===== src/verilog/nfh_cfg.svh =====
// Timing counts, codes and register offsets of the flash host controller
`ifndef NFH_CFG_SVH
`define NFH_CFG_SVH
`define NFH_CLK_NS        10
`define NFH_T_STROBE_NS   30
`define NFH_T_WHR_NS      60
`define NFH_STROBE_CYC    ((`NFH_T_STROBE_NS + `NFH_CLK_NS - 1) / `NFH_CLK_NS)
`define NFH_WHR_CYC       ((`NFH_T_WHR_NS + `NFH_CLK_NS - 1) / `NFH_CLK_NS)
`define NFH_T_REA_NS      20
`define NFH_SYNC_STAGES   2
// Extra read-low cycles: access time plus the pin synchroniser
`define NFH_REA_CYC \
  (((`NFH_T_REA_NS + `NFH_CLK_NS - 1) / `NFH_CLK_NS) + `NFH_SYNC_STAGES)
`define NFH_REG_CTRL      4'h0
`define NFH_REG_DATA      4'h4
`define NFH_REG_STAT      4'h8
`define NFH_REG_RDATA     4'hc
`define NFH_F_KIND_LO     8
`define NFH_F_KIND_HI     9
`define NFH_F_GUARD       10
`define NFH_F_SELECT      11
`define NFH_ST_BUSY       0
`define NFH_ST_READY      1
`define NFH_CMD_READ      8'h00
`define NFH_CMD_READ_GO   8'h30
`define NFH_CMD_COPY_RD   8'h35
`define NFH_CMD_COL_RD    8'h05
`define NFH_CMD_COL_RD_GO 8'he0
`define NFH_CMD_DIN       8'h80
`define NFH_CMD_PROG      8'h10
`define NFH_CMD_COL_DIN   8'h85
`define NFH_CMD_MP_FIRST  8'h11
`define NFH_CMD_MP_NEXT   8'h81
`define NFH_CMD_ERASE     8'h60
`define NFH_CMD_ERASE_GO  8'hd0
`define NFH_CMD_ID        8'h90
`define NFH_CMD_STATUS    8'h70
`define NFH_CMD_MSTATUS   8'h71
`define NFH_CMD_ECC       8'h7a
`define NFH_CMD_RESET     8'hff
`endif


===== src/verilog/nfh_pkg.sv =====
// Types shared by the flash host controller
package nfh_pkg;
  typedef enum logic [1:0]
  {
    NFH_KIND_CMD,
    NFH_KIND_ADDR,
    NFH_KIND_DIN,
    NFH_KIND_DOUT
  } nfh_kind_t;
endpackage


===== src/verilog/nfh_host.sv =====
// Flash host controller: AXI4-Lite registers to NAND pin cycles
// Behaviour
// Command bytes latched on write strobe rise, CLE
// Address bytes latched on write strobe rise, ALE
// Select high while ready gives standby
// Select ignored by device while busy
// Each read strobe fall yields next byte
// Guard low inhibits program and erase
// Ready/busy is open drain, low busy
// Five address bytes, least significant first
// Column, page and block bit split
// Page holds 4224 bytes
// 64 pages per block, 4096 blocks
// Cycle kind decoded from strobe levels
// Host keeps guard high during program/erase; guard follows the CTRL guard bit, so only software writing it high does this
// Host keeps strobes high while busy; go ignores ready, so only software holding off writes does this
// Only status and reset accepted while busy
// Page read 00 then 30, copy 35
// Column change 05 then E0
// Data input 80, program 10, 85 change
// Multi page 11 then 81 and 10
// Erase 60 D0, ID 90, ECC 7A
// Device drives port while read strobe low
// Read code preloaded after power on
// ID bytes follow 90 and one address
`timescale 1ns/1ps
`include "nfh_cfg.svh"
module nfh_host
  import nfh_pkg::*;
#(
  parameter int STROBE_CYC = `NFH_STROBE_CYC,
  parameter int WHR_CYC    = `NFH_WHR_CYC
)
(
  input  wire logic        i_core_clk,
  input  wire logic        i_arst_n,
  input  wire logic [3:0]  i_awaddr,
  input  wire logic        i_awvalid,
  output logic             o_awready,
  input  wire logic [31:0] i_wdata,
  input  wire logic [3:0]  i_wstrb,
  input  wire logic        i_wvalid,
  output logic             o_wready,
  output logic [1:0]       o_bresp,
  output logic             o_bvalid,
  input  wire logic        i_bready,
  input  wire logic [3:0]  i_araddr,
  input  wire logic        i_arvalid,
  output logic             o_arready,
  output logic [31:0]      o_rdata,
  output logic [1:0]       o_rresp,
  output logic             o_rvalid,
  input  wire logic        i_rready,
  output logic             o_cmd_latch,
  output logic             o_addr_latch,
  output logic             o_select_n,
  output logic             o_write_strobe_n,
  output logic             o_read_strobe_n,
  output logic             o_guard_n,
  input  wire logic [7:0]  i_shared_byte_port,
  output logic [7:0]       o_shared_byte_port,
  output logic             o_shared_byte_port_oe,
  input  wire logic        i_ready_busy_n
);
  // Counters are eight bits; longer strobes would wrap
  if (STROBE_CYC < 1 || STROBE_CYC + `NFH_REA_CYC > 255 ||
      WHR_CYC < 1 || WHR_CYC > 255)
  begin
    $error("nfh_host: strobe counts out of range");
  end

  typedef enum logic [2:0]
  {
    NFH_IDLE,
    NFH_SETUP,
    NFH_LOW,
    NFH_HIGH,
    NFH_WAIT
  } nfh_state_t;

  ////////////////////////////////////////////////////////////////////////
  // Pin synchronisers: port bytes and ready/busy come from outside
  logic [8:0] pin_sync;
  logic [7:0] port_in;
  logic       ready_in;

  nfh_sync #(.W(9)) u_sync
  (
    .i_core_clk (i_core_clk),
    .i_arst_n   (i_arst_n),
    .i_async    ({i_ready_busy_n, i_shared_byte_port}),
    .o_sync     (pin_sync)
  );
  assign port_in  = pin_sync[7:0];
  assign ready_in = pin_sync[8];

  ////////////////////////////////////////////////////////////////////////
  // State
  nfh_state_t st_q, st_d;
  nfh_kind_t  kind_q, kind_d;
  logic [7:0] cnt_q, cnt_d, byte_q, byte_d, rbyte_q, rbyte_d;
  logic       guard_q, guard_d, sel_q, sel_d;
  logic       cle_q, cle_d, ale_q, ale_d, we_q, we_d, re_q, re_d;
  logic       oe_q, oe_d, done_q, done_d;
  logic       aw_q, aw_d, w_q, w_d, bv_q, bv_d, rv_q, rv_d;
  logic       awr_q, awr_d, wr_q, wr_d, arr_q, arr_d;
  logic [3:0] awa_q, awa_d;
  logic [31:0] wd_q, wd_d, rd_q, rd_d;
  logic       go;

  // Register read mux, decoded by offset
  function automatic logic [31:0] rd_mux(input logic [3:0] a);
    logic [31:0] v;
    v = '0;
    case (a)
      `NFH_REG_CTRL:
      begin
        v[`NFH_F_KIND_HI:`NFH_F_KIND_LO] = kind_q;
        v[`NFH_F_GUARD]  = guard_q;
        v[`NFH_F_SELECT] = sel_q;
      end
      `NFH_REG_STAT:
      begin
        v[`NFH_ST_BUSY]  = (st_q != NFH_IDLE);
        v[`NFH_ST_READY] = ready_in;
      end
      `NFH_REG_RDATA: v[7:0] = rbyte_q;
      default:        v = '0;
    endcase
    return v;
  endfunction

  // A write to the data register starts one pin cycle; done blocks a
  // second start while the held write is being retired
  assign go = aw_q && w_q && !bv_q && !done_q && (st_q == NFH_IDLE)
              && (awa_q == `NFH_REG_DATA);

  ////////////////////////////////////////////////////////////////////////
  // Bus slave and pin sequencer next-state
  always_comb
  begin
    st_d = st_q; kind_d = kind_q; cnt_d = cnt_q; byte_d = byte_q;
    rbyte_d = rbyte_q; guard_d = guard_q; sel_d = sel_q;
    cle_d = cle_q; ale_d = ale_q; we_d = we_q; re_d = re_q;
    oe_d = oe_q; done_d = 1'b0;
    aw_d = aw_q; w_d = w_q; bv_d = bv_q; rv_d = rv_q;
    awa_d = awa_q; wd_d = wd_q; rd_d = rd_q;
    if (i_awvalid && !aw_q)
    begin
      aw_d = 1'b1;
      awa_d = i_awaddr;
    end
    if (i_wvalid && !w_q)
    begin
      w_d = 1'b1;
      wd_d = i_wdata;
    end
    if (bv_q && i_bready)
      bv_d = 1'b0;
    if (i_arvalid && !rv_q)
    begin
      rv_d = 1'b1;
      rd_d = rd_mux(i_araddr);
    end
    else if (rv_q && i_rready)
      rv_d = 1'b0;
    // Control write takes effect at once; data write waits for idle
    if (aw_q && w_q && !bv_q && awa_q != `NFH_REG_DATA)
    begin
      if (awa_q == `NFH_REG_CTRL && i_wstrb[1])
      begin
        kind_d  = nfh_kind_t'(wd_q[`NFH_F_KIND_HI:`NFH_F_KIND_LO]);
        guard_d = wd_q[`NFH_F_GUARD];
        sel_d   = wd_q[`NFH_F_SELECT];
      end
      aw_d = 1'b0; w_d = 1'b0; bv_d = 1'b1;
    end
    if (done_q)
    begin
      aw_d = 1'b0; w_d = 1'b0; bv_d = 1'b1;
    end
    case (st_q)
      NFH_IDLE:
        if (go)
        begin
          byte_d = wd_q[7:0];
          // strobe levels select command, address or data cycle
          cle_d = (kind_q == NFH_KIND_CMD);
          ale_d = (kind_q == NFH_KIND_ADDR);
          oe_d  = (kind_q != NFH_KIND_DOUT);
          cnt_d = 8'(STROBE_CYC);
          st_d  = NFH_SETUP;
        end
      NFH_SETUP:
        if (cnt_q <= 8'h01)
        begin
          if (kind_q == NFH_KIND_DOUT)
          begin
            re_d = 1'b0;
            // Held low until the byte has crossed the synchroniser
            cnt_d = 8'(STROBE_CYC + `NFH_REA_CYC);
          end
          else
          begin
            we_d = 1'b0;
            cnt_d = 8'(STROBE_CYC);
          end
          st_d = NFH_LOW;
        end
        else
          cnt_d = cnt_q - 8'h01;
      NFH_LOW:
        if (cnt_q <= 8'h01)
        begin
          if (kind_q == NFH_KIND_DOUT)
          begin
            rbyte_d = port_in;
            re_d = 1'b1;
          end
          else
            we_d = 1'b1;
          cnt_d = 8'(WHR_CYC);
          st_d = NFH_HIGH;
        end
        else
          cnt_d = cnt_q - 8'h01;
      NFH_HIGH:
        if (cnt_q <= 8'h01)
        begin
          cle_d = 1'b0; ale_d = 1'b0; oe_d = 1'b0;
          st_d = NFH_WAIT;
        end
        else
          cnt_d = cnt_q - 8'h01;
      NFH_WAIT:
      begin
        // Strobes stay high while idle; go ignores ready, so only software holding off writes keeps a busy device from seeing any
        done_d = 1'b1;
        st_d = NFH_IDLE;
      end
      default: st_d = NFH_IDLE;
    endcase
    // Ready flops show a free holding slot in the same cycle it becomes free
    awr_d = !aw_d;
    wr_d  = !w_d;
    arr_d = !rv_d;
  end

  ////////////////////////////////////////////////////////////////////////
  // Registers; guard low and select high are the safe reset levels
  always_ff @(posedge i_core_clk or negedge i_arst_n)
  begin
    if (!i_arst_n)
    begin
      st_q <= NFH_IDLE; kind_q <= NFH_KIND_CMD; cnt_q <= 8'h00;
      byte_q <= 8'h00; rbyte_q <= 8'h00; guard_q <= 1'b0; sel_q <= 1'b1;
      cle_q <= 1'b0; ale_q <= 1'b0; we_q <= 1'b1; re_q <= 1'b1;
      oe_q <= 1'b0; done_q <= 1'b0; aw_q <= 1'b0; w_q <= 1'b0;
      bv_q <= 1'b0; rv_q <= 1'b0; awa_q <= 4'h0; wd_q <= 32'h0;
      rd_q <= 32'h0; awr_q <= 1'b1; wr_q <= 1'b1; arr_q <= 1'b1;
    end
    else
    begin
      st_q <= st_d; kind_q <= kind_d; cnt_q <= cnt_d; byte_q <= byte_d;
      rbyte_q <= rbyte_d; guard_q <= guard_d; sel_q <= sel_d;
      cle_q <= cle_d; ale_q <= ale_d; we_q <= we_d; re_q <= re_d;
      oe_q <= oe_d; done_q <= done_d; aw_q <= aw_d; w_q <= w_d;
      bv_q <= bv_d; rv_q <= rv_d; awa_q <= awa_d; wd_q <= wd_d;
      rd_q <= rd_d; awr_q <= awr_d; wr_q <= wr_d; arr_q <= arr_d;
    end
  end

  ////////////////////////////////////////////////////////////////////////
  // Outputs straight from flops; responses tied to 2'b00
  assign o_awready = awr_q;
  assign o_wready  = wr_q;
  assign o_bresp   = 2'b00;
  assign o_bvalid  = bv_q;
  assign o_arready = arr_q;
  assign o_rdata   = rd_q;
  assign o_rresp   = 2'b00;
  assign o_rvalid  = rv_q;
  assign o_cmd_latch      = cle_q;
  assign o_addr_latch     = ale_q;
  assign o_select_n       = sel_q;
  assign o_write_strobe_n = we_q;
  assign o_read_strobe_n  = re_q;
  assign o_guard_n        = guard_q;
  assign o_shared_byte_port    = byte_q;
  assign o_shared_byte_port_oe = oe_q;
endmodule


===== src/verilog/nfh_sync.sv =====
// Two-flop synchroniser for pins from the flash device
`timescale 1ns/1ps
module nfh_sync
#(
  parameter int W = 1
)
(
  input  wire logic         i_core_clk,
  input  wire logic         i_arst_n,
  input  wire logic [W-1:0] i_async,
  output logic      [W-1:0] o_sync
);
  logic [W-1:0] meta_q;
  logic [W-1:0] meta_d;
  logic [W-1:0] sync_q;
  logic [W-1:0] sync_d;

  // Stage one feeds only stage two
  always_comb
  begin
    meta_d = i_async;
    sync_d = meta_q;
  end

  always_ff @(posedge i_core_clk or negedge i_arst_n)
  begin
    if (!i_arst_n)
    begin
      meta_q <= '0;
      sync_q <= '0;
    end
    else
    begin
      meta_q <= meta_d;
      sync_q <= sync_d;
    end
  end

  assign o_sync = sync_q;
endmodule


===== config.mk =====
export PLATFORM = sky130hd
export DESIGN_NAME = nfh_host
export DESIGN_NICKNAME = d
export VERILOG_FILES = /design/src/verilog/nfh_pkg.sv /design/src/verilog/nfh_host.sv /design/src/verilog/nfh_sync.sv
export VERILOG_INCLUDE_DIRS = /design/src /design/src/verilog
export SDC_FILE = /design/constraint.sdc
export NUM_CORES = 1
export LEC_CHECK = 0
export ABC_AREA = 1
export BUFFER_PORTS_ARGS = -buffer_cell sky130_fd_sc_hd__buf_2
export CORE_MARGIN = 5
export CORE_UTILIZATION = 50
export CTS_CLUSTER_SIZE = 14
export DETAILED_ROUTE_END_ITERATION = 8
export GPL_ROUTABILITY_DRIVEN = 0
export PLACE_DENSITY = 0.84
export SLEW_MARGIN = 20
export SYNTH_ARGS = -nofsm -noshare
export SYNTH_HDL_FRONTEND = slang
export SYNTH_SLANG_ARGS = --single-unit

===== constraint.sdc =====
create_clock -name i_core_clk -period 2.2 [get_ports i_core_clk]
set_clock_uncertainty 0.05 [all_clocks]
set_input_delay 0.55 -clock i_core_clk [delete_from_list [all_inputs] [get_ports i_core_clk]]
set_output_delay 0.55 -clock i_core_clk [all_outputs]
set_load 0.05 [all_outputs]

==> metrics.md <==
| Metric | Value |
|---|---|
| Most frequent cell after synthesis | `dfrtp_1` |
| Largest family of logic cells by synthesized area | `simple AND/OR/NAND/NOR gates` |
| Via density | `4.783` |
| P_leak | `2.300 nW` |
| Slowest library cell on the worst path | `dfrtp_1` |
| Synth Area in Compound Gates | `0.1093` |
| Commonest cells post-synth | `dfrtp_1 (84), nand2_1 (75), inv_1 (46)` |
| Fraction of layout cells with a size suffix above 1 | `0.2758` |
| Full die area | `9575 um2` |
| Post-cts sizing count | `0` |
| Max-slew headroom | `0.6266` |
| Die H | `about 100 um` |
| Max Buffers Root-to-Sink | `2` |
| Average wire per standard cell | `12.80 um` |
| Avg Inst Size Synth | `9.844 um2` |
| Setup Buffers After CTS | `0` |
| Count of final setup violators | `0` |
| MaxCap Viol Count | `0` |
| First-pass GRT wire length | `12910 um` |
| Post-place setup slack | `0.3342 ns` |
| Post-synthesis mux area share | `0.02043` |
| Status | `completed` |
| Peak supply drop | `904.9 uV` |
| Net count, final | `about 530` |
| Skew-Pair Late Insertion Delay | `0.36 ns` |
| Placed Cells incl. Taps | `about 560` |
| Ys flop type | `dfrtp_1` |
| Total track usage | `0.1666` |
| R2R setup slack | `just over 0.3 ns` |
| Drt first pass iters | `5` |
| Final Max Tran Viols | `0` |
| HP Class | `input port to asynchronous set/reset pin` |
| DR vias | `2760` |
| Synth area leaders | `dfrtp_1 (54%), nand2_1 (7.3%), buf_4 (4.7%), inv_1 (4.5%), dfstp_2 (4.1%)` |
| Final WS setup | `0.3046 ns` |
| Power Dens Cells | `roughly 1400 nW/um2` |
| Fin. Hold Viols | `0` |
| Number of flops mapped to enable cells by yosys | `0` |
| CP Cell Sequence | `inv_1 -> ha_1 -> inv_1 -> nand2_1 -> nand2_1 -> nor2_8 -> nand4_4 -> nand2_1 -> o21ai_2` |
| Initial antenna violation count | `0` |
| Worst Tran Pin Value | `0.5601 ns` |
| Total CTS buffers | `9` |
| Synth warn | `0` |
| Most area-hungry cell type in the Yosys netlist | `dfrtp_1` |
| Library cells used by synthesis | `34` |
| CTS Hold Bufs | `0` |
| RSZ-0062 raised after global routing | `no` |
| Core Rows | `32` |
| Post-Synth XOR/XNOR Area | `0.002270` |
| Worst Path Required | `2.39 ns` |
| Kind of critical path | `flip-flop to flip-flop` |
| Fmax | `about 530 MHz` |
| Number of buffers added on ports | `68` |
| DPL Wire Length | `~5500 um` |
| Total length of routed wires | `7386 um` |
| Share of the core filled with cells | `0.5845` |
| Crit path largest cell delay | `roughly 0.43 ns` |
| Seq cells post-synth | `90` |
| Root Driver | `clkbuf_8` |
| Area delta synth->final | `15.24%` |
| Endpoint type of the worst setup path | `flip-flop` |
| Fin crit share | `0.8615` |
| Antenna Violating Nets Remaining | `0` |
| Global route overflow | `0` |
| Area of the core | `7607 um2` |
| Hold slack final | `roughly 0.12 ns` |
| Post-Synth Simple-Gate Area | `0.1696` |
| Synth async-reset ratio | `1.000` |
| H-tree Lvls | `3` |
| CTS tree | `yes` |
| Synth Instances | `392` |
| I/O pins | `116` |
| DR DRC count | `0` |
| Min Tclk post-route | `1.895 ns` |
| Clock slew at reported path FFs | `0.09 ns` |
| Die width | `a little under 100 um` |
| Most common cell on crit path | `nand2_1` |
| TritonCTS Sinks | `90` |
| Layout Cells excl Fill | `577` |
| CP startpoint kind | `flip-flop` |
| Critical path arrival | `2.09 ns` |
| Synth top area share | `0.5447` |
| ANT cells | `0` |
| Final setup TNS | `0 ns` |
| Initial DRC count | `roughly 190` |
| Cell area after synthesis | `3859 um2` |
| Worst-path maximum fanout | `17` |
| Register area share after synthesis | `0.5856` |
| Pin count of the biggest net entering global routing | `46` |
| Vias in the first global route | `2737` |
| Starting Density | `0.5072` |
| Post-Synth Adder-Cell Area | `0.006485` |
## registers in the layout, summed over array words and instances (netlist names), 2 cells and up
register            count
o_rdata                12
rbyte_q                 8
u_sync.o_sync           9
st_q                    3
kind_q                  2
wd_q                   12
u_sync.meta_q           9
cnt_q                   8
awa_q                   4
o_shared_byte_port      8
## per-stage QoR
stage	area [um2]	power, mW
floorplan	3945	4.476
global placement	4250	4.917
detailed placement	4250	5.014
CTS	4447	6.130
global route	4447	6.563
finish	4447	6.090
## final cells by class
type                            instances  area, um2
Multi-Input combinational cell        245       1279
Timing Repair Buffer                   73      392.9
Clock buffer                           11      151.4
Fill cell                             616       3161
Inverter                               51      191.4
Tap cell                              102      127.6
Clock inverter                          5      45.04
Sequential cell                        90       2260
## routing by layer
layer	vias to the layer above	GRT usage	wire length, um
met1	1281	0.2194	3251
met2	108	0.2613	3554
li1	1357	-	-
met5	-	0	0
met3	14	0.05214	441
met4	0	0.05964	138
## critical path: cells and delay by family, from the launching register on
family	cells	cell delay, ns
buffers and inverters	2	0.17
DFF	1	0.43
adders and majority gates	1	0.23
and+or+nand+nor	5	0.83
AOI/OAI and AO/OA	1	0.06
## layout by cell type (no fill, tap or decap), types with 3 or more instances in the layout
master and count:
nor2_2 3, a21oi_1 16, nor2_1 35, inv_2 4
dfrtp_1 84, conb_1 24, nand2_1 75, mux2_2 7
inv_1 46, clkbuf_8 11, nand4_1 7, o21ai_0 29
buf_2 67, o31ai_1 5, nand3_1 9, o21ai_1 7
o21ai_2 9, buf_4 5, nand2_2 4, dfstp_2 6
## report_power, final
| group | switching (mW) | internal (mW) | leakage (nW) | total [mW] |
|---|---|---|---|---|
| combinational | 1.82 | 0.721 | 1.10 | 2.54 |
| clock | 0.594 | 0.490 | 0.0985 | 1.08 |
| sequential | 0.297 | 2.17 | 1.10 | 2.47 |
| total | 2.71 | 3.38 | 2.30 | 6.09 |
## kinds of logic (layout without fill, tap and decap cells)
logic type | count (synthesis) | in the layout
AO/OA/AOI/OAI | 70 | 70
XOR/XNOR | 1 | 1
adder cells (fa/ha/maj) | 2 | 2
buffers and inverters | 80 | 140
flip-flops | 90 | 90
multiplexers | 7 | 7
other | 1 | 24
AND/OR/NAND/NOR | 141 | 141
## path summary, 6_finish.rpt
check                                       from                to  depth (start not counted)
min                                     i_arst_n           wd_q[0]                          1
min reg2reg                     u_sync.meta_q[2]  u_sync.o_sync[2]                          0
max reg2reg                             cnt_q[0]        rbyte_q[7]                          9
max                                     cnt_q[0]        rbyte_q[7]                          9
max in group asynchronous               i_arst_n   o_read_strobe_n                          2
min in group i_core_clk    i_shared_byte_port[1]  u_sync.meta_q[1]                          1
Note: power is estimated with default switching activity, not from simulation.
